<file path="config.mk">
export PLATFORM = sky130hd
export DESIGN_NAME = hvs_bias_sequencer
export DESIGN_NICKNAME = d
export VERILOG_FILES = /design/src/hvs_bias_sequencer.v
export VERILOG_INCLUDE_DIRS = /design/src
export SDC_FILE = /design/constraint.sdc
export NUM_CORES = 1
export LEC_CHECK = 0
export CAP_MARGIN = 15
export CORE_MARGIN = 4
export CORE_UTILIZATION = 67
export CTS_CLUSTER_DIAMETER = 30
export CTS_CLUSTER_SIZE = 20
export DETAILED_ROUTE_END_ITERATION = 12
export DONT_BUFFER_PORTS = 1
export MAX_ROUTING_LAYER = met4
export PLACE_DENSITY = 0.84
export RECOVER_POWER = 25
export SLEW_MARGIN = 20
export SYNTH_ARGS = -nofsm -noshare
export SYNTH_HDL_FRONTEND = slang
export SYNTH_SLANG_ARGS = --single-unit
</file>
<file path="constraint.sdc">
create_clock -name clk_sys_i -period 3.75 [get_ports clk_sys_i]
set_input_delay 0.75 -clock clk_sys_i [delete_from_list [all_inputs] [get_ports clk_sys_i]]
set_output_delay 0.75 -clock clk_sys_i [all_outputs]
set_load 0.02 [all_outputs]
</file>
<file path="src/hvs_bias_regs.vh">
// Constants for the high-voltage bias sequencer: link commands, register map, levels.
`ifndef HVS_BIAS_REGS_VH
`define HVS_BIAS_REGS_VH

// System clock period in nanoseconds.
`define HVS_CLK_NS 5

// Serial command frame: opcode in the top four bits, argument below.
`define HVS_FRAME_W 16
`define HVS_OP_MSB 15
`define HVS_OP_LSB 12
`define HVS_ARG_MSB 11

// Opcodes from the mechanical controller.
`define HVS_OP_NOP 4'h0
`define HVS_OP_JOB_START 4'h1
`define HVS_OP_CHG_BETWEEN 4'h2
`define HVS_OP_CHG_PRINT 4'h3
`define HVS_OP_CHG_OFF 4'h4
`define HVS_OP_DEV_ON 4'h5
`define HVS_OP_DEV_OFF 4'h6
`define HVS_OP_DENSITY 4'h7
`define HVS_OP_TR_ON 4'h8
`define HVS_OP_TR_PRINT 4'h9
`define HVS_OP_TR_BETWEEN 4'hA
`define HVS_OP_ATTRACT_ON 4'hB
`define HVS_OP_DISCH_ON 4'hC
`define HVS_OP_DISCH_OFF 4'hD
`define HVS_OP_SEP_ON 4'hE
`define HVS_OP_ALL_OFF 4'hF

// Register word indexes.
`define HVS_ADDR_DEV_DELAY 2'h0
`define HVS_ADDR_ATTR_TIME 2'h1
`define HVS_ADDR_STATUS 2'h2
`define HVS_ADDR_JOB 2'h3

// Environment classes from temperature/humidity sensing.
`define HVS_ENV_NORMAL 2'h0
`define HVS_ENV_HIGH_HUM 2'h1
`define HVS_ENV_LOW_LOW 2'h2
`define HVS_ENV_EXTREME 2'h3

// Levels: fixed charge density, transfer and attraction tables.
`define HVS_CHG_DENSITY 8'h80
`define HVS_DEV_DENSITY_RST 8'h80
`define HVS_TR_BETWEEN 8'h20
`define HVS_TR_STEP 8'h10
`define HVS_TR_BASE_NORMAL 8'h60
`define HVS_TR_BASE_HUM 8'h50
`define HVS_TR_BASE_LOW 8'h80
`define HVS_TR_BASE_EXT 8'h90
`define HVS_ATR_NORMAL 8'h40
`define HVS_ATR_HUM 8'h30
`define HVS_ATR_LOW 8'h60
`define HVS_ATR_EXT 8'h70

// Discharge level codes; bit n low on the pin is select n asserted.
`define HVS_DIS_OFF 2'h0
`define HVS_DIS_LOW 2'h1
`define HVS_DIS_MID 2'h2
`define HVS_DIS_HIGH 2'h3

`endif

</file>
<file path="src/hvs_bias_sequencer.v">
// High-voltage bias sequencer driving the printer's bias supply enable and level lines.
// Behaviour
// - Bias outputs change on link commands, on the cartridge, panel, request and environment pins, and when the developing delay or attraction timer ends.
// - Charge DC and AC drives are active low; both high means charging off.
// - Charge DC select low for between bias, high for print bias.
// - During print bias AC current select high for low current, low for high.
// - Charge density level is held at one constant value.
// - Initial rotations use DC with between bias, then AC with print bias.
// - Between colors and pages AC drive is high, only DC stays on.
// - Developing DC drive goes low once charging is on and cartridge pressed.
// - Developing AC drive goes low a programmable delay after developing DC.
// - Developing drives only while pressed; both high before cartridge separates.
// - Developing density level follows controller density commands.
// - Transfer drive low at drum start; level switches between print and between.
// - Full-color print level steps up per later color and follows environment.
// - Between-colors transfer level is below the print level.
// - Full-color jobs drive attraction low before first color, level by environment.
// - Attraction drive returns high after a programmable contact interval.
// - Discharge selects: both high off, sel0 alone low, sel1 alone middle, both low high.
// - At paper separation discharge bias is applied, level from environment.
// - Separation DC drive is low during the print period.
// - Manual panel force on or off overrides the separation AC request.
//
// Decided for this implementation: strobed register access and the placing of the registers.
`timescale 1ns/1ps
`include "hvs_bias_regs.vh"

module hvs_bias_sequencer #(
  parameter DEV_DELAY_NS = 100000,
  parameter ATTR_TIME_NS = 50000000
) (
  input wire clk_sys_i,
  input wire resetn_i,
  input wire link_clk_i,
  input wire link_data_i,
  input wire link_latch_i,
  input wire print_request_n_i,
  input wire [1:0] env_class_i,
  input wire cart_pressed_i,
  input wire sep_ac_request_n_i,
  input wire panel_force_i,
  input wire panel_force_on_i,
  input wire [1:0] reg_addr_i,
  input wire [31:0] reg_wdata_i,
  input wire reg_write_i,
  input wire reg_read_i,
  output reg [31:0] reg_rdata_o,
  output reg charge_dc_drive_n_o,
  output reg charge_ac_drive_n_o,
  output reg charge_dc_select_o,
  output reg charge_ac_current_select_o,
  output reg [7:0] charge_density_level_o,
  output reg develop_dc_drive_n_o,
  output reg develop_ac_drive_n_o,
  output reg [7:0] develop_density_level_o,
  output reg transfer_drive_n_o,
  output reg [7:0] transfer_level_o,
  output reg attract_drive_n_o,
  output reg [7:0] attract_level_o,
  output reg discharge_level_sel0_n_o,
  output reg discharge_level_sel1_n_o,
  output reg separation_dc_drive_n_o,
  output reg separation_ac_drive_n_o
);

  // Least times round up to whole cycles; the counters hold 24 bits.
  localparam DEV_DELAY_RAW = (DEV_DELAY_NS + `HVS_CLK_NS - 1) / `HVS_CLK_NS;
  localparam ATTR_TIME_RAW = (ATTR_TIME_NS + `HVS_CLK_NS - 1) / `HVS_CLK_NS;
  localparam [23:0] DEV_DELAY_CYC = DEV_DELAY_RAW[23:0];
  localparam [23:0] ATTR_TIME_CYC = ATTR_TIME_RAW[23:0];

  localparam CHG_OFF = 2'h0;
  localparam CHG_BETWEEN = 2'h1;
  localparam CHG_PRINT = 2'h2;

  localparam SYNC_N = 10;

  // Pin inputs pass two flip-flops; only stage two is read by logic.
  reg [SYNC_N-1:0] sync_a;
  reg [SYNC_N-1:0] sync_b;
  wire [SYNC_N-1:0] pin_raw;
  assign pin_raw = {panel_force_on_i, link_clk_i, link_data_i, link_latch_i, print_request_n_i,
    env_class_i, cart_pressed_i, sep_ac_request_n_i, panel_force_i};

  genvar gi;
  generate
    for (gi = 0; gi < SYNC_N; gi = gi + 1)
    begin : g_sync
      always @(posedge clk_sys_i or negedge resetn_i)
      begin
        if (!resetn_i)
        begin
          sync_a[gi] <= 1'b0;
          sync_b[gi] <= 1'b0;
        end
        else
        begin
          sync_a[gi] <= pin_raw[gi];
          sync_b[gi] <= sync_a[gi];
        end
      end
    end
  endgenerate

  wire force_on = sync_b[9];
  wire lk_clk = sync_b[8];
  wire lk_data = sync_b[7];
  wire lk_latch = sync_b[6];
  wire prn_req_n = sync_b[5];
  wire [1:0] env = sync_b[4:3];
  wire pressed = sync_b[2];
  wire sep_req_n = sync_b[1];
  wire force_en = sync_b[0];

  // Serial receiver: shift on link clock rise, decode on latch rise.
  reg lk_clk_d;
  reg lk_latch_d;
  reg [`HVS_FRAME_W-1:0] shift;
  wire lk_rise = lk_clk & ~lk_clk_d;
  wire frame_done = lk_latch & ~lk_latch_d;
  wire [3:0] op = shift[`HVS_OP_MSB:`HVS_OP_LSB];
  wire [7:0] arg = shift[7:0];

  always @(posedge clk_sys_i or negedge resetn_i)
  begin
    if (!resetn_i)
    begin
      lk_clk_d <= 1'b0;
      lk_latch_d <= 1'b0;
      shift <= 16'h0000;
    end
    else
    begin
      lk_clk_d <= lk_clk;
      lk_latch_d <= lk_latch;
      if (lk_rise)
        shift <= {shift[`HVS_FRAME_W-2:0], lk_data};
    end
  end

  // One-cycle command strobes.
  wire cmd = frame_done;
  wire c_job = cmd && op == `HVS_OP_JOB_START;
  wire c_off = cmd && op == `HVS_OP_ALL_OFF;

  // Software registers dev_delay and attr_time, and the job flags.
  reg [23:0] dev_delay;
  reg [23:0] attr_time;
  reg full_color;
  reg job_seen;

  // Environment tables.
  wire [7:0] tr_base_lvl = (env == `HVS_ENV_NORMAL) ? `HVS_TR_BASE_NORMAL :
    (env == `HVS_ENV_HIGH_HUM) ? `HVS_TR_BASE_HUM :
    (env == `HVS_ENV_LOW_LOW) ? `HVS_TR_BASE_LOW : `HVS_TR_BASE_EXT;
  wire [7:0] atr_env_lvl = (env == `HVS_ENV_NORMAL) ? `HVS_ATR_NORMAL :
    (env == `HVS_ENV_HIGH_HUM) ? `HVS_ATR_HUM :
    (env == `HVS_ENV_LOW_LOW) ? `HVS_ATR_LOW : `HVS_ATR_EXT;
  wire [1:0] dis_env_code = (env == `HVS_ENV_NORMAL) ? `HVS_DIS_LOW :
    (env == `HVS_ENV_HIGH_HUM) ? `HVS_DIS_MID : `HVS_DIS_HIGH;

  // Mono jobs never step; colour index only counts in full-color mode.
  wire [1:0] color_idx = full_color ? arg[1:0] : 2'h0;
  wire [7:0] tr_print = tr_base_lvl + {2'h0, color_idx, 4'h0};

  // Primary charging state.
  reg [1:0] chg_state;
  reg [1:0] next_chg_state;
  always @*
  begin
    next_chg_state = chg_state;
    if (c_off || (cmd && op == `HVS_OP_CHG_OFF))
      next_chg_state = CHG_OFF;
    else if (cmd && op == `HVS_OP_CHG_BETWEEN)
      next_chg_state = CHG_BETWEEN;
    else if (cmd && op == `HVS_OP_CHG_PRINT)
      next_chg_state = CHG_PRINT;
  end

  always @(posedge clk_sys_i or negedge resetn_i)
  begin
    if (!resetn_i)
    begin
      chg_state <= CHG_OFF;
      charge_dc_drive_n_o <= 1'b1;
      charge_ac_drive_n_o <= 1'b1;
      charge_dc_select_o <= 1'b1;
      charge_ac_current_select_o <= 1'b1;
      charge_density_level_o <= `HVS_CHG_DENSITY;
    end
    else
    begin
      chg_state <= next_chg_state;
      charge_density_level_o <= `HVS_CHG_DENSITY;
      case (next_chg_state)
        CHG_BETWEEN:
        begin
          charge_dc_drive_n_o <= 1'b0;
          charge_dc_select_o <= 1'b0;
          charge_ac_drive_n_o <= 1'b1;
          charge_ac_current_select_o <= 1'b1;
        end
        CHG_PRINT:
        begin
          charge_dc_drive_n_o <= 1'b0;
          charge_dc_select_o <= 1'b1;
          charge_ac_drive_n_o <= 1'b0;
          // Low-temperature air needs the higher AC current.
          charge_ac_current_select_o <= (env == `HVS_ENV_LOW_LOW ||
            env == `HVS_ENV_EXTREME) ? 1'b0 : 1'b1;
        end
        default:
        begin
          charge_dc_drive_n_o <= 1'b1;
          charge_ac_drive_n_o <= 1'b1;
          charge_dc_select_o <= 1'b1;
          charge_ac_current_select_o <= 1'b1;
        end
      endcase
    end
  end

  // Developing bias: DC first, AC after the programmed delay.
  reg dev_req;
  reg [23:0] dev_cnt;
  wire chg_on = chg_state != CHG_OFF;
  wire dev_allowed = dev_req && pressed && chg_on;
  always @(posedge clk_sys_i or negedge resetn_i)
  begin
    if (!resetn_i)
    begin
      dev_req <= 1'b0;
      dev_cnt <= 24'h000000;
      develop_dc_drive_n_o <= 1'b1;
      develop_ac_drive_n_o <= 1'b1;
      develop_density_level_o <= `HVS_DEV_DENSITY_RST;
    end
    else
    begin
      if (c_off || (cmd && op == `HVS_OP_DEV_OFF))
        dev_req <= 1'b0;
      else if (cmd && op == `HVS_OP_DEV_ON)
        dev_req <= 1'b1;
      if (cmd && op == `HVS_OP_DENSITY)
        develop_density_level_o <= arg;
      if (!dev_allowed)
      begin
        develop_dc_drive_n_o <= 1'b1;
        develop_ac_drive_n_o <= 1'b1;
        dev_cnt <= 24'h000000;
      end
      else
      begin
        develop_dc_drive_n_o <= 1'b0;
        if (dev_cnt >= dev_delay)
          develop_ac_drive_n_o <= 1'b0;
        else
          dev_cnt <= dev_cnt + 24'h000001;
      end
    end
  end

  // Transfer and attraction bias.
  reg [23:0] attr_cnt;
  always @(posedge clk_sys_i or negedge resetn_i)
  begin
    if (!resetn_i)
    begin
      transfer_drive_n_o <= 1'b1;
      transfer_level_o <= `HVS_TR_BETWEEN;
      attract_drive_n_o <= 1'b1;
      attract_level_o <= `HVS_ATR_NORMAL;
      attr_cnt <= 24'h000000;
    end
    else if (c_off)
    begin
      transfer_drive_n_o <= 1'b1;
      transfer_level_o <= `HVS_TR_BETWEEN;
      attract_drive_n_o <= 1'b1;
      attr_cnt <= 24'h000000;
    end
    else
    begin
      if (cmd && op == `HVS_OP_TR_ON)
      begin
        transfer_drive_n_o <= 1'b0;
        transfer_level_o <= `HVS_TR_BETWEEN;
      end
      else if (cmd && op == `HVS_OP_TR_PRINT)
        transfer_level_o <= tr_print;
      else if (cmd && op == `HVS_OP_TR_BETWEEN)
        transfer_level_o <= `HVS_TR_BETWEEN;
      if (cmd && op == `HVS_OP_ATTRACT_ON && full_color)
      begin
        attract_drive_n_o <= 1'b0;
        attract_level_o <= atr_env_lvl;
        attr_cnt <= 24'h000000;
      end
      else if (!attract_drive_n_o)
      begin
        if (attr_cnt >= attr_time)
          attract_drive_n_o <= 1'b1;
        else
          attr_cnt <= attr_cnt + 24'h000001;
      end
    end
  end

  // Discharge and separation bias.
  reg [1:0] dis_code;
  reg sep_on;
  always @(posedge clk_sys_i or negedge resetn_i)
  begin
    if (!resetn_i)
    begin
      dis_code <= `HVS_DIS_OFF;
      sep_on <= 1'b0;
      discharge_level_sel0_n_o <= 1'b1;
      discharge_level_sel1_n_o <= 1'b1;
      separation_dc_drive_n_o <= 1'b1;
      separation_ac_drive_n_o <= 1'b1;
    end
    else
    begin
      if (c_off || (cmd && op == `HVS_OP_DISCH_OFF))
        dis_code <= `HVS_DIS_OFF;
      else if (cmd && op == `HVS_OP_DISCH_ON)
        dis_code <= dis_env_code;
      // The separation argument bit 0 selects on or off.
      if (c_off)
        sep_on <= 1'b0;
      else if (cmd && op == `HVS_OP_SEP_ON)
        sep_on <= arg[0];
      discharge_level_sel0_n_o <= ~dis_code[0];
      discharge_level_sel1_n_o <= ~dis_code[1];
      separation_dc_drive_n_o <= ~sep_on;
      // AC is superimposed on DC only, so it needs the DC drive on.
      if (!sep_on)
        separation_ac_drive_n_o <= 1'b1;
      else if (force_en)
        separation_ac_drive_n_o <= ~force_on;
      else
        separation_ac_drive_n_o <= sep_req_n;
    end
  end

  // Job flags: full-color mode and the print request seen at job start.
  always @(posedge clk_sys_i or negedge resetn_i)
  begin
    if (!resetn_i)
    begin
      full_color <= 1'b0;
      job_seen <= 1'b0;
    end
    else if (c_job)
    begin
      full_color <= arg[0];
      job_seen <= ~prn_req_n;
    end
    else if (c_off)
      job_seen <= 1'b0;
  end

  // Register port: writes take effect at once, reads answer next cycle.
  always @(posedge clk_sys_i or negedge resetn_i)
  begin
    if (!resetn_i)
    begin
      dev_delay <= DEV_DELAY_CYC;
      attr_time <= ATTR_TIME_CYC;
      reg_rdata_o <= 32'h00000000;
    end
    else
    begin
      if (reg_write_i && reg_addr_i == `HVS_ADDR_DEV_DELAY)
        dev_delay <= reg_wdata_i[23:0];
      if (reg_write_i && reg_addr_i == `HVS_ADDR_ATTR_TIME)
        attr_time <= reg_wdata_i[23:0];
      reg_rdata_o <= 32'h00000000;
      if (reg_read_i)
      begin
        case (reg_addr_i)
          `HVS_ADDR_DEV_DELAY: reg_rdata_o <= {8'h00, dev_delay};
          `HVS_ADDR_ATTR_TIME: reg_rdata_o <= {8'h00, attr_time};
          `HVS_ADDR_STATUS: reg_rdata_o <= {16'h0000, chg_state, dis_code,
            separation_ac_drive_n_o, separation_dc_drive_n_o, attract_drive_n_o,
            transfer_drive_n_o, develop_ac_drive_n_o, develop_dc_drive_n_o,
            charge_ac_current_select_o, charge_dc_select_o, charge_ac_drive_n_o,
            charge_dc_drive_n_o, pressed, prn_req_n};
          `HVS_ADDR_JOB: reg_rdata_o <= {16'h0000, transfer_level_o, 4'h0, env,
            job_seen, full_color};
          default: reg_rdata_o <= 32'h00000000;
        endcase
      end
    end
  end

endmodule

</file>
==> results of run 1 <==
power breakdown:
| part | internal (mW) | total, mW | leakage [nW] | switching [mW] |
|---|---|---|---|---|
| clock | 0.937 | 1.84 | 0.297 | 0.903 |
| combinational | 0.401 | 0.979 | 2.07 | 0.577 |
| sequential | 2.41 | 2.76 | 2.43 | 0.355 |
| total | 3.74 | 5.58 | 4.79 | 1.84 |
worst min-delay path by stage:
stage,end,slack [ns],depth (start not counted)
6_report,attract_level_o[6],0.14,0
5_1_grt,transfer_drive_n_o,0.12,0
4_1_cts,transfer_drive_n_o,0.13,0
3_5_place_dp,env[0],0.33,0
3_3_place_gp,env[0],0.33,0
2_1_floorplan,env[0],0.33,0
through the flow:
| stage | hold slack (ns) | instances | util (%) |
|---|---|---|---|
| 2_1_floorplan | 0.331 | 966 | - |
| 6_report | 0.143 | 1123 | 74.1 |
| 3_3_place_gp | 0.333 | 1089 | 69.7 |
| 5_1_grt | 0.119 | 1123 | 74.1 |
| 3_5_place_dp | 0.335 | 1089 | 69.7 |
| 4_1_cts | 0.127 | 1123 | 74.4 |
registers in the layout, summed over array words and instances, names as in the netlist, 4 cells and up:
| register | cells |
|---|---|
| reg_rdata_o | 24 |
| attr_cnt | 24 |
| attr_time | 24 |
| sync_a | 10 |
| transfer_level_o | 4 |
| develop_density_level_o | 8 |
| shift | 16 |
| dev_delay | 24 |
| dev_cnt | 24 |
timing repair:
item,in CTS,in global routing
hold endpoints to repair,130,0
setup buffers,0,0
hold buffers,2,0
final cells by class:
cell class | instances | area (sq um) | share of cell area [%]
clock buffers | 19 | 453 | 4.33
repair buffers | 13 | 91.3 | 0.874
flip-flops and latches | 193 | 4860 | 46.6
clock inverters | 13 | 158 | 1.51
inverters | 70 | 263 | 2.51
well taps | 180 | 225 | 2.16
multi-input cells | 635 | 4400 | 42.1
cell usage in the layout (no fill, tap or decap), types with 11 or more instances in the layout:
cell type | Yosys | final
and2_1 | 22 | 22
nand4_1 | 13 | 13
nor2_1 | 32 | 32
or4_1 | 11 | 11
mux2_2 | 50 | 50
or3_1 | 13 | 12
nand2b_1 | 21 | 21
nand3_1 | 25 | 25
nor3_1 | 21 | 21
a21oi_1 | 50 | 50
ha_1 | 54 | 54
dfstp_2 | 28 | 28
buf_4 | 25 | 11
conb_1 | 2 | 25
inv_1 | 70 | 70
o21ai_0 | 70 | 70
dfrtp_1 | 165 | 165
clkbuf_16 | 0 | 17
nand2_1 | 104 | 104
mux2i_1 | 35 | 35
o31ai_1 | 12 | 12
cell families after synthesis:
family / after synthesis
muxes: 93
buffers and inverters: 138
xor gates and xnor gates: 5
adders and majority gates: 55
AOI/OAI and AO/OA: 161
and+or+nand+nor: 296
DFF: 193
other: 2
per-layer routing:
metal	up-vias	wire (microns)	track usage (%)
li1	3214	-	-
met1	3381	9150	37.2
met2	274	10400	43.0
met3	65	1590	7.26
met4	0	833	12.4
met5	-	0	-
==> flow_summary_export.csv, run 1 <==
group,metric,value,unit
yosys,synthSimpleGateAreaFrac,15.6,%
yosys,synth_largest_area_cell,"dfrtp_1",
route,drt-total-wl,22.0,mm
worst_setup_path,endpoint,"dev_cnt[6]",
worst_setup_path,crit_type,"reg2reg",
worst_setup_path,critPathLaunchType,"register",
yosys,yosys-top-cells-count,"dfrtp_1 (165), nand2_1 (104), inv_1 (70), o21ai_0 (70), ha_1 (54)",
yosys,syn_area,9780,sq um
route,first_iter_violations,676,
yosys,synth.top_cell.area_share,42.2,%
cells_and_area,fill_cells,950,
floorplan,coreArea,14100,sq um
floorplan,start_util,69.4,%
timing,rsz0062_at_grt,"no",
yosys,synthAdderAreaFrac,7.11,%
route,viasPerCell,6.17,
yosys,async_flop_share,100,%
place,gp_congestion,0.922,
yosys,synth_ff_type,"dfrtp_1",
worst_setup_path,crit_buf_inv,2,
yosys,yosys.cell_types.count,60,
route,vias,6934,
timing,hold_violations,0,
timing,fin_crit_sh,79.2,%
pwr,p_leak,4.79,nW
yosys,synth-xor-area-share,0.448,%
worst_setup_path,reg2reg_slack,0.78,ns
worst_setup_path,cp.depth,9,
route,drc,0,
timing,max_freq,337,MHz
worst_setup_path,cp_max_fo,14,
yosys,synthCells,943,
global_route,track_usage,28.6,%
cells_and_area,synthToLayoutAreaGrowth,6.84,%
global_route,grt_pass1_wl,35.6,mm
pwr,ir_worst_vdd,485,uV
cts,cts_buffers,17,
worst_setup_path,reg2reg_to,"dev_cnt[6]",
timing,timing.slew.headroom,-87.7,%
yosys,synthTopCellsByArea,"dfrtp_1 (42%), dfstp_2 (7.5%), ha_1 (6.9%), mux2_2 (5.8%), nand2_1 (4.0%)",
cells_and_area,fin_area,10500,sq um
yosys,yosysSeqAreaShare,49.7,%
floorplan,placementRows,43,
yosys,synth_edf_count,0,
place,hpwl,15.4,mm
outcome,violations,"max-capacitance violations, max-slew violations",
outcome,run_status,"complete, but fails checks",
timing,tightestPinTransition,2.82,ns
worst_setup_path,arrival,3.31,ns
pwr,finalPower,5.58,mW
cts,cts.sinks,193,
global_route,grt_overflow_total,0,
worst_setup_path,startpoint,"dev_delay[13]",
route,wl_per_cell,19.6,microns
cts,path_clk_slew,0.08,ns
timing,setup_viol,0,
cts,h-tree-depth,4,
yosys,synth.avg_cell_area,10.4,sq um
cts,cts_resized,0,
worst_setup_path,slowest_delay,0.51,ns
yosys,synth_compound_area_share,9.47,%
cells_and_area,antenna_cells,0,
timing,fin_worst_skew,0.0138,ns
pwr,powerDensity,534,nW/um^2
cts,root_buffer,"clkbuf_16",
run,max-cap-violations,2,
route,antenna_left,0,
floorplan,ios,124,
floorplan,dieArea,16600,sq um
worst_setup_path,worstRegToRegCells,9,
floorplan,die_h,129,microns
yosys,synthMuxAreaShare,11.2,%
hold_path,worst_hold_path_type,"in2async",
timing,drv_slew,167,
cells_and_area,nets,1033,
yosys,synth_top_family_by_area,"simple AND/OR/NAND/NOR gates",
cts,worstSkewPairLatency,0.45,ns
global_route,grt_max_degree,131,
worst_setup_path,crit_required,4.09,ns
yosys,yosysMostFrequentCell,"dfrtp_1",
yosys,ys_warn_count,0,
cts,clockBufferDepth,2,
floorplan,die_x,129,microns
worst_setup_path,end_kind,"register",
place,port-buffer-count,0,
worst_setup_path,cpLargestDelayFamily,"compound AO/OA/AOI/OAI gates",
timing,setup_tns,0,ns
timing,layout_setup_ws,0.781,ns
worst_setup_path,cp_slowest_cell,"o211ai_1",
timing,min_period,2.97,ns
worst_setup_path,crit_chain,"inv_1 -> ha_1 -> a21oi_1 -> o21ai_0 -> a221oi_1 -> o211ai_1 -> buf_4 -> o31a_1 -> o21a_1",
global_route,antenna_found_initial,0,
yosys,synth-seq-cells,193,
cells_and_area,drive_gt1_share,14.8,%
worst_setup_path,reg2reg_from,"dev_delay[13]",
route,first_pass_iters,7,
cts,cts_tree,"built",
place,dp_slack,0.801,ns
global_route,first_global_vias,6819,
place,placed_area,9830,sq um
(Power assumes the default switching activity.)
==> inputs of run 2 (changes only) <==
--- a/config.mk
+++ b/config.mk
@@ -6,15 +6,16 @@
 export SDC_FILE = /design/constraint.sdc
 export NUM_CORES = 1
 export LEC_CHECK = 0
+export ABC_AREA = 1
 export CAP_MARGIN = 15
 export CORE_MARGIN = 4
-export CORE_UTILIZATION = 67
+export CORE_UTILIZATION = 64
 export CTS_CLUSTER_DIAMETER = 30
 export CTS_CLUSTER_SIZE = 20
 export DETAILED_ROUTE_END_ITERATION = 12
 export DONT_BUFFER_PORTS = 1
 export MAX_ROUTING_LAYER = met4
-export PLACE_DENSITY = 0.84
+export PLACE_DENSITY = 0.81
 export RECOVER_POWER = 25
 export SLEW_MARGIN = 20
 export SYNTH_ARGS = -nofsm -noshare
==> constraint.sdc (replaced) <==
create_clock -name clk_sys_i -period 2.85 [get_ports clk_sys_i]
set_input_delay 0.57 -clock clk_sys_i [delete_from_list [all_inputs] [get_ports clk_sys_i]]
set_output_delay 0.57 -clock clk_sys_i [all_outputs]
set_load 0.02 [all_outputs]
==> run 2 against run 1 <==
The flow finishes with violations (negative hold slack). Cell area increased by 7.0%. Hold slack lost 0.33 ns. Worst setup slack worse by 0.26 ns. Non-clock buffer count down 5. Synthesized cell count is 41% higher. Area after synthesis increased by 8.4%. Count of clock-buffer cells in the layout down 1. Register-to-register slack worse by 0.26 ns. Largest power group unchanged.
==> flow_summary_export.csv, run 2 <==
group,metric,value,unit
floorplan,coreArea,16100,sq um
worst_setup_path,crit_buf_inv,2,
worst_setup_path,cp_max_fo,25,
cells_and_area,drive_gt1_share,7.59,%
yosys,synthCells,1325,
route,antenna_left,0,
timing,timing.slew.headroom,43.9,%
floorplan,die_x,137,microns
worst_setup_path,crit_chain,"inv_1 -> ha_1 -> nand2_1 -> inv_1 -> nand2_1 -> nand2_1 -> nor2_1 -> nand3_1 -> nand2_1 -> nand3_2 -> nand4_1 -> nand2_1",
floorplan,die_h,137,microns
yosys,synth.avg_cell_area,8.00,sq um
cells_and_area,synthToLayoutAreaGrowth,5.48,%
outcome,violations,"negative hold slack",
worst_setup_path,reg2reg_slack,0.52,ns
floorplan,start_util,66.0,%
cts,worstSkewPairLatency,0.44,ns
global_route,grt_pass1_wl,41.2,mm
cts,clockBufferDepth,2,
timing,min_period,2.33,ns
worst_setup_path,end_kind,"register",
route,first_pass_iters,5,
yosys,yosys.cell_types.count,47,
route,first_iter_violations,770,
place,dp_cells,1501,
yosys,syn_area,10600,sq um
pwr,ir_worst_vdd,551,uV
floorplan,dieArea,18700,sq um
timing,fin_worst_skew,0.0134,ns
timing,hold_violations,165,
yosys,synthTopCellsByArea,"dfrtp_1 (39%), nand2_1 (12%), dfstp_2 (6.9%), inv_1 (6.4%), ha_1 (6.4%)",
cells_and_area,nets,1407,
worst_setup_path,cp_common_cell,"nand2_1",
yosys,yosys-top-cells-count,"nand2_1 (338), inv_1 (181), dfrtp_1 (165)",
yosys,synth_largest_area_cell,"dfrtp_1",
timing,max_freq,429,MHz
cts,cts_resized,0,
cells_and_area,final_common_cell,"nand2_1",
route,vias,8684,
worst_setup_path,worstRegToRegCells,12,
worst_setup_path,cp_slowest_cell,"dfstp_2",
route,drc,0,
worst_setup_path,critPathLaunchType,"register",
floorplan,ios,124,
pwr,power.switching_fraction,35.1,%
pwr,p_sw,2.62,mW
run,max-cap-violations,0,
timing,setup_tns,0,ns
cts,cts_setup_buffers,0,
cts,path_clk_slew,0.07,ns
cells_and_area,layoutNonFillerInstCount,1533,
route,viasPerCell,5.66,
yosys,synth-seq-cells,193,
place,dp_slack,0.564,ns
worst_setup_path,reg2reg_from,"attr_time[7]",
cts,h-tree-depth,4,
pwr,pwr-share-clk,32.1,%
pwr,power_frac_seq,50.5,%
worst_setup_path,crit_type,"reg2reg",
global_route,grt_max_degree,194,
worst_setup_path,reg2reg_to,"attr_cnt[3]",
pwr,internal_power,4.84,mW
floorplan,placementRows,46,
pwr,p_comb_share,17.5,%
timing,whs,-0.182,ns
yosys,yosysSeqAreaShare,45.9,%
cts,cts_buffers,17,
timing,rsz0062_at_grt,"no",
timing,drv_slew,0,
cells_and_area,layout.cells.most_common_list,"nand2_1 (338), inv_1 (181), dfrtp_1 (165), nand3_1 (107), nor2_1 (97)",
pwr,p_leak,5.78,nW
yosys,synth_edf_count,0,
timing,setup_viol,0,
global_route,antenna_found_initial,0,
pwr,powerDensity,667,nW/um^2
timing,layout_setup_ws,0.517,ns
worst_setup_path,cpLargestDelayFamily,"simple AND/OR/NAND/NOR gates",
global_route,grt_overflow_total,0,
worst_setup_path,crit_required,3.18,ns
timing,tightestPinTransition,0.840,ns
outcome,run_status,"complete, but fails checks",
yosys,synth_ff_type,"dfrtp_1",
route,drt-total-wl,25.2,mm
hold_path,worst_hold_path_type,"in2async",
cells_and_area,antenna_cells,0,
global_route,first_global_vias,8219,
place,hpwl,17.8,mm
cts,cts.sinks,193,
place,gp_congestion,0.982,
worst_setup_path,arrival,2.66,ns
yosys,yosysMostFrequentCell,"nand2_1",
cts,cts_tree,"built",
route,wl_per_cell,16.4,microns
place,port-buffer-count,0,
global_route,track_usage,29.0,%
yosys,ys_warn_count,0,
yosys,synth.top_cell.area_share,38.9,%
yosys,async_flop_share,100,%
cts,root_buffer,"clkbuf_16",
worst_setup_path,slowest_delay,0.54,ns
timing,fin_crit_sh,81.9,%
## run 2: cell count changes in the layout (fill, tap and decap cells not counted), moves of 16 or more
cell,previous run,this run
nand2_1,104,338
nand4_1,13,35
inv_1,70,181
o21ai_0,70,86
nand3_1,25,107
nand2b_1,21,0
xor2_1,1,19
and2_1,22,0
mux2_2,50,1
nor2_1,32,97
mux2i_1,35,0
## run 2: worst register-to-register path: cells and delay by family, from the launching register on
family                     cells  cell delay, ns
and+or+nand+nor                9            1.23
DFF                            1            0.54
adders and majority gates      1            0.32
buffers and inverters          2            0.14
## run 2: stage by stage
step,util (%),instance area (sq um),total power [mW],hold slack (ns)
finish,69.6,11200,7.46,-0.182
global route,69.6,11200,7.85,-0.199
CTS,69.6,11200,7.47,-0.190
detailed placement,66.0,10600,5.08,0.281
global placement,66.0,10600,5.01,0.282
floorplan,-,10700,4.71,0.274
## run 2: worst max path at each step
stage	cells after the start	to	startpoint	slack, ns
after floorplan	12	dev_cnt[4]	dev_delay[11]	1.05
after global placement	9	dev_cnt[18]	dev_cnt[20]	0.61
after detailed placement	12	attr_cnt[1]	attr_time[7]	0.56
after CTS	12	attr_cnt[3]	attr_time[7]	0.53
after global routing	12	attr_cnt[0]	attr_time[7]	0.32
final	12	attr_cnt[3]	attr_time[7]	0.52
## run 2: logic make-up after synthesis
kind of cell,after synthesis,share of synthesized area (%)
flip-flops,193,45.9
multiplexers,1,0.106
AND/OR/NAND/NOR,622,25.8
AO/OA/AOI/OAI,166,8.57
XOR/XNOR,27,2.23
other,2,0.0708
buffers and inverters,259,10.8
adder cells (fa/ha/maj),55,6.56
## run 2: per-layer routing
metal  share of wire (%)  vias up  track usage, %
met5                   0        -               -
li1                    -     4161               -
met1                  41     4162            36.4
met4                 2.5        0            9.07
met2                  49      313            47.0
met3                 8.1       48            6.99
## run 2: power by group through the flow
stage,Clock (mW),Sequential [mW],Combinational [mW]
floorplan,0,3.68,1.03
CTS,2.41,3.76,1.29
detailed placement,0,3.81,1.27
finish,2.39,3.77,1.30
global route,2.53,3.82,1.50
global placement,0,3.80,1.22
## run 2: final cells by class
class                      count  area [sq um]
fill                        1223          4870
sequential                   193          4860
multi-input combinational    896          4690
inverter                     188           711
clock buffer                  18           429
tap                          216           270
clock inverter                14           163
timing repair buffer           8          60.1
==> inputs of run 3 (changes only) <==
==> constraint.sdc (replaced) <==
create_clock -name clk_sys_i -period 2.2 [get_ports clk_sys_i]
set_input_delay 0.44 -clock clk_sys_i [delete_from_list [all_inputs] [get_ports clk_sys_i]]
set_output_delay 0.44 -clock clk_sys_i [all_outputs]
set_load 0.02 [all_outputs]
==> run 3 against run 2 <==
The flow still finishes with violations (negative hold slack). Wire length is 6.6% higher. Fmax rose by 7.3%. Cell count increased by 3.7%. Largest power group unchanged. Hold slack got worse by 0.14 ns. First-iteration DRC count up 18%. Via count increased by 4.9%. Largest cell class unchanged. Combinational power increased by 48%. Count of clock-buffer cells in the layout up 2. Global-route usage is 0.50 points higher. Core utilization increased by 3.9 points. Critical endpoint is now attr_cnt[4]. Die area stayed put.
==> flow_summary_export.csv, run 3 (synthesis gave the netlist of run 2 again) <==
group,metric,value,unit
floorplan,dieArea,18700,sq um
cts,worstSkewPairLatency,0.45,ns
worst_setup_path,reg2reg_to,"attr_cnt[4]",
floorplan,ios,124,
worst_setup_path,arrival,2.50,ns
worst_setup_path,cp_max_fo,6,
cells_and_area,final_common_cell,"nand2_1",
timing,rsz0062_at_grt,"yes",
pwr,power.switching_fraction,35.2,%
pwr,internal_power,6.38,mW
pwr,p_leak,6.07,nW
route,wl_met1,10.8,mm
cts,cts_buffers,17,
worst_setup_path,reg2reg_slack,0.03,ns
cells_and_area,fill_cells,1156,
cells_and_area,layoutNonFillerInstCount,1589,
route,vias,9107,
outcome,run_status,"complete, but fails checks",
global_route,grt_max_degree,194,
pwr,power_frac_seq,49.4,%
worst_setup_path,worstRegToRegCells,12,
global_route,first_global_vias,8312,
timing,drv_slew,0,
route,drc,0,
global_route,antenna_found_initial,0,
worst_setup_path,crit_required,2.53,ns
pwr,ir_worst_vdd,671,uV
cts,cts.sinks,193,
timing,timing.slew.headroom,60.5,%
floorplan,die_h,137,microns
timing,layout_setup_ws,0.0253,ns
pwr,pwr-share-clk,31.1,%
route,routed.top_layer,"met4",
timing,min_period,2.17,ns
floorplan,placementRows,46,
global_route,grt_overflow_total,0,
floorplan,coreArea,16100,sq um
route,antenna_left,0,
cts,clockBufferDepth,2,
route,drt-total-wl,26.8,mm
run,max-cap-violations,0,
route,first_iter_violations,912,
hold_path,worst_hold_path_type,"in2async",
cells_and_area,drive_gt1_share,11.9,%
route,first_pass_iters,5,
place,dp_cells,1542,
floorplan,die_x,137,microns
global_route,grt_pass1_wl,42.0,mm
pwr,p_comb_share,19.5,%
cells_and_area,synthToLayoutAreaGrowth,11.3,%
pwr,powerDensity,834,nW/um^2
timing,tightestPinTransition,0.592,ns
place,dp_slack,-0.254,ns
route,wl_met2,12.8,mm
place,hpwl,18.5,mm
cells_and_area,antenna_cells,0,
outcome,violations,"negative hold slack",
cts,path_clk_slew,0.07,ns
timing,hold_violations,193,
pwr,p_sw,3.47,mW
route,viasPerCell,5.73,
cts,h-tree-depth,4,
route,met3_length,2.28,mm
timing,fin_worst_skew,0.0113,ns
timing,whs,-0.318,ns
worst_setup_path,reg2reg_from,"attr_time[19]",
timing,max_freq,460,MHz
worst_setup_path,crit_type,"reg2reg",
worst_setup_path,end_kind,"register",
global_route,track_usage,29.5,%
floorplan,start_util,66.0,%
cts,cts_tree,"built",
place,gp_congestion,0.977,
cells_and_area,layout.cells.most_common_list,"nand2_1 (336), inv_1 (179), dfrtp_1 (164), nand3_1 (101), nor2_1 (93)",
timing,setup_viol,0,
worst_setup_path,critPathLaunchType,"register",
timing,fin_crit_sh,98.8,%
cells_and_area,nets,1463,
cts,root_buffer,"clkbuf_16",
route,wl_per_cell,16.9,microns
place,port-buffer-count,0,
## run 3: what timing repair did
item                                   4_1_cts  5_1_grt
setup endpoints to repair                   24       48
setup buffers                                0        2
pin swaps                                    1       18
endpoints found under the hold margin      193      202
cloned                                       0        4
gates resized for setup                      2       30
## run 3: worst max-delay path by stage
stage | cells after the start | startpoint | end
floorplan | 12 | dev_delay[11] | dev_cnt[4]
global placement | 9 | dev_delay[19] | dev_cnt[23]
detailed placement | 11 | dev_delay[9] | dev_cnt[22]
CTS | 11 | dev_delay[5] | dev_cnt[22]
global route | 11 | attr_cnt[17] | attr_cnt[4]
finish | 12 | attr_time[19] | attr_cnt[4]
## run 3: metrics by stage
| step | hold slack [ns] | utilization (%) | instance area, sq um | TNS [ns] | power (mW) |
|---|---|---|---|---|---|
| after floorplan | 0.144 | - | 10700 | 0 | 6.10 |
| after global placement | 0.149 | 68.0 | 10900 | -3.91 | 6.59 |
| after detailed placement | 0.149 | 68.0 | 10900 | -5.48 | 6.72 |
| after CTS | -0.322 | 71.7 | 11500 | 0 | 9.78 |
| after global routing | -0.331 | 73.5 | 11800 | -1.39 | 10.3 |
| final | -0.318 | 73.5 | 11800 | 0 | 9.85 |
## run 3: per-layer routing
| metal | track usage [%] | vias up |
|---|---|---|
| met5 | - | - |
| met4 | 11.2 | 0 |
| met3 | 6.80 | 81 |
| met2 | 46.6 | 435 |
| met1 | 37.4 | 4304 |
| li1 | - | 4287 |
## run 3: layout make-up
| type | instances | area [sq um] | area share (%) |
|---|---|---|---|
| flip-flops and latches | 193 | 4870 | 41.2 |
| multi-input cells | 900 | 4860 | 41.2 |
| inverters | 188 | 711 | 6.02 |
| repair buffers | 60 | 514 | 4.36 |
| clock buffers | 20 | 437 | 3.70 |
| well taps | 216 | 270 | 2.29 |
| clock inverters | 12 | 141 | 1.20 |
## run 3: power by group through the flow
stage,registers (mW),clock network [mW],logic (mW)
after floorplan,4.76,0,1.34
after global placement,4.89,0,1.70
after detailed placement,4.91,0,1.80
after CTS,4.85,3.09,1.84
after global routing,4.93,3.23,2.16
final,4.87,3.06,1.92
## run 3: worst max-delay path, stage by stage (launching register included)
cell     delay, ns
dfstp_2       0.57
inv_2         0.05
ha_4          0.27
nand2_4       0.05
nor2_4        0.07
nand4_1       0.17
nor2_2        0.18
nand2_1       0.07
nand4_1       0.17
buf_6         0.20
nand2_8       0.09
nand3_1       0.08
nand2_1       0.07
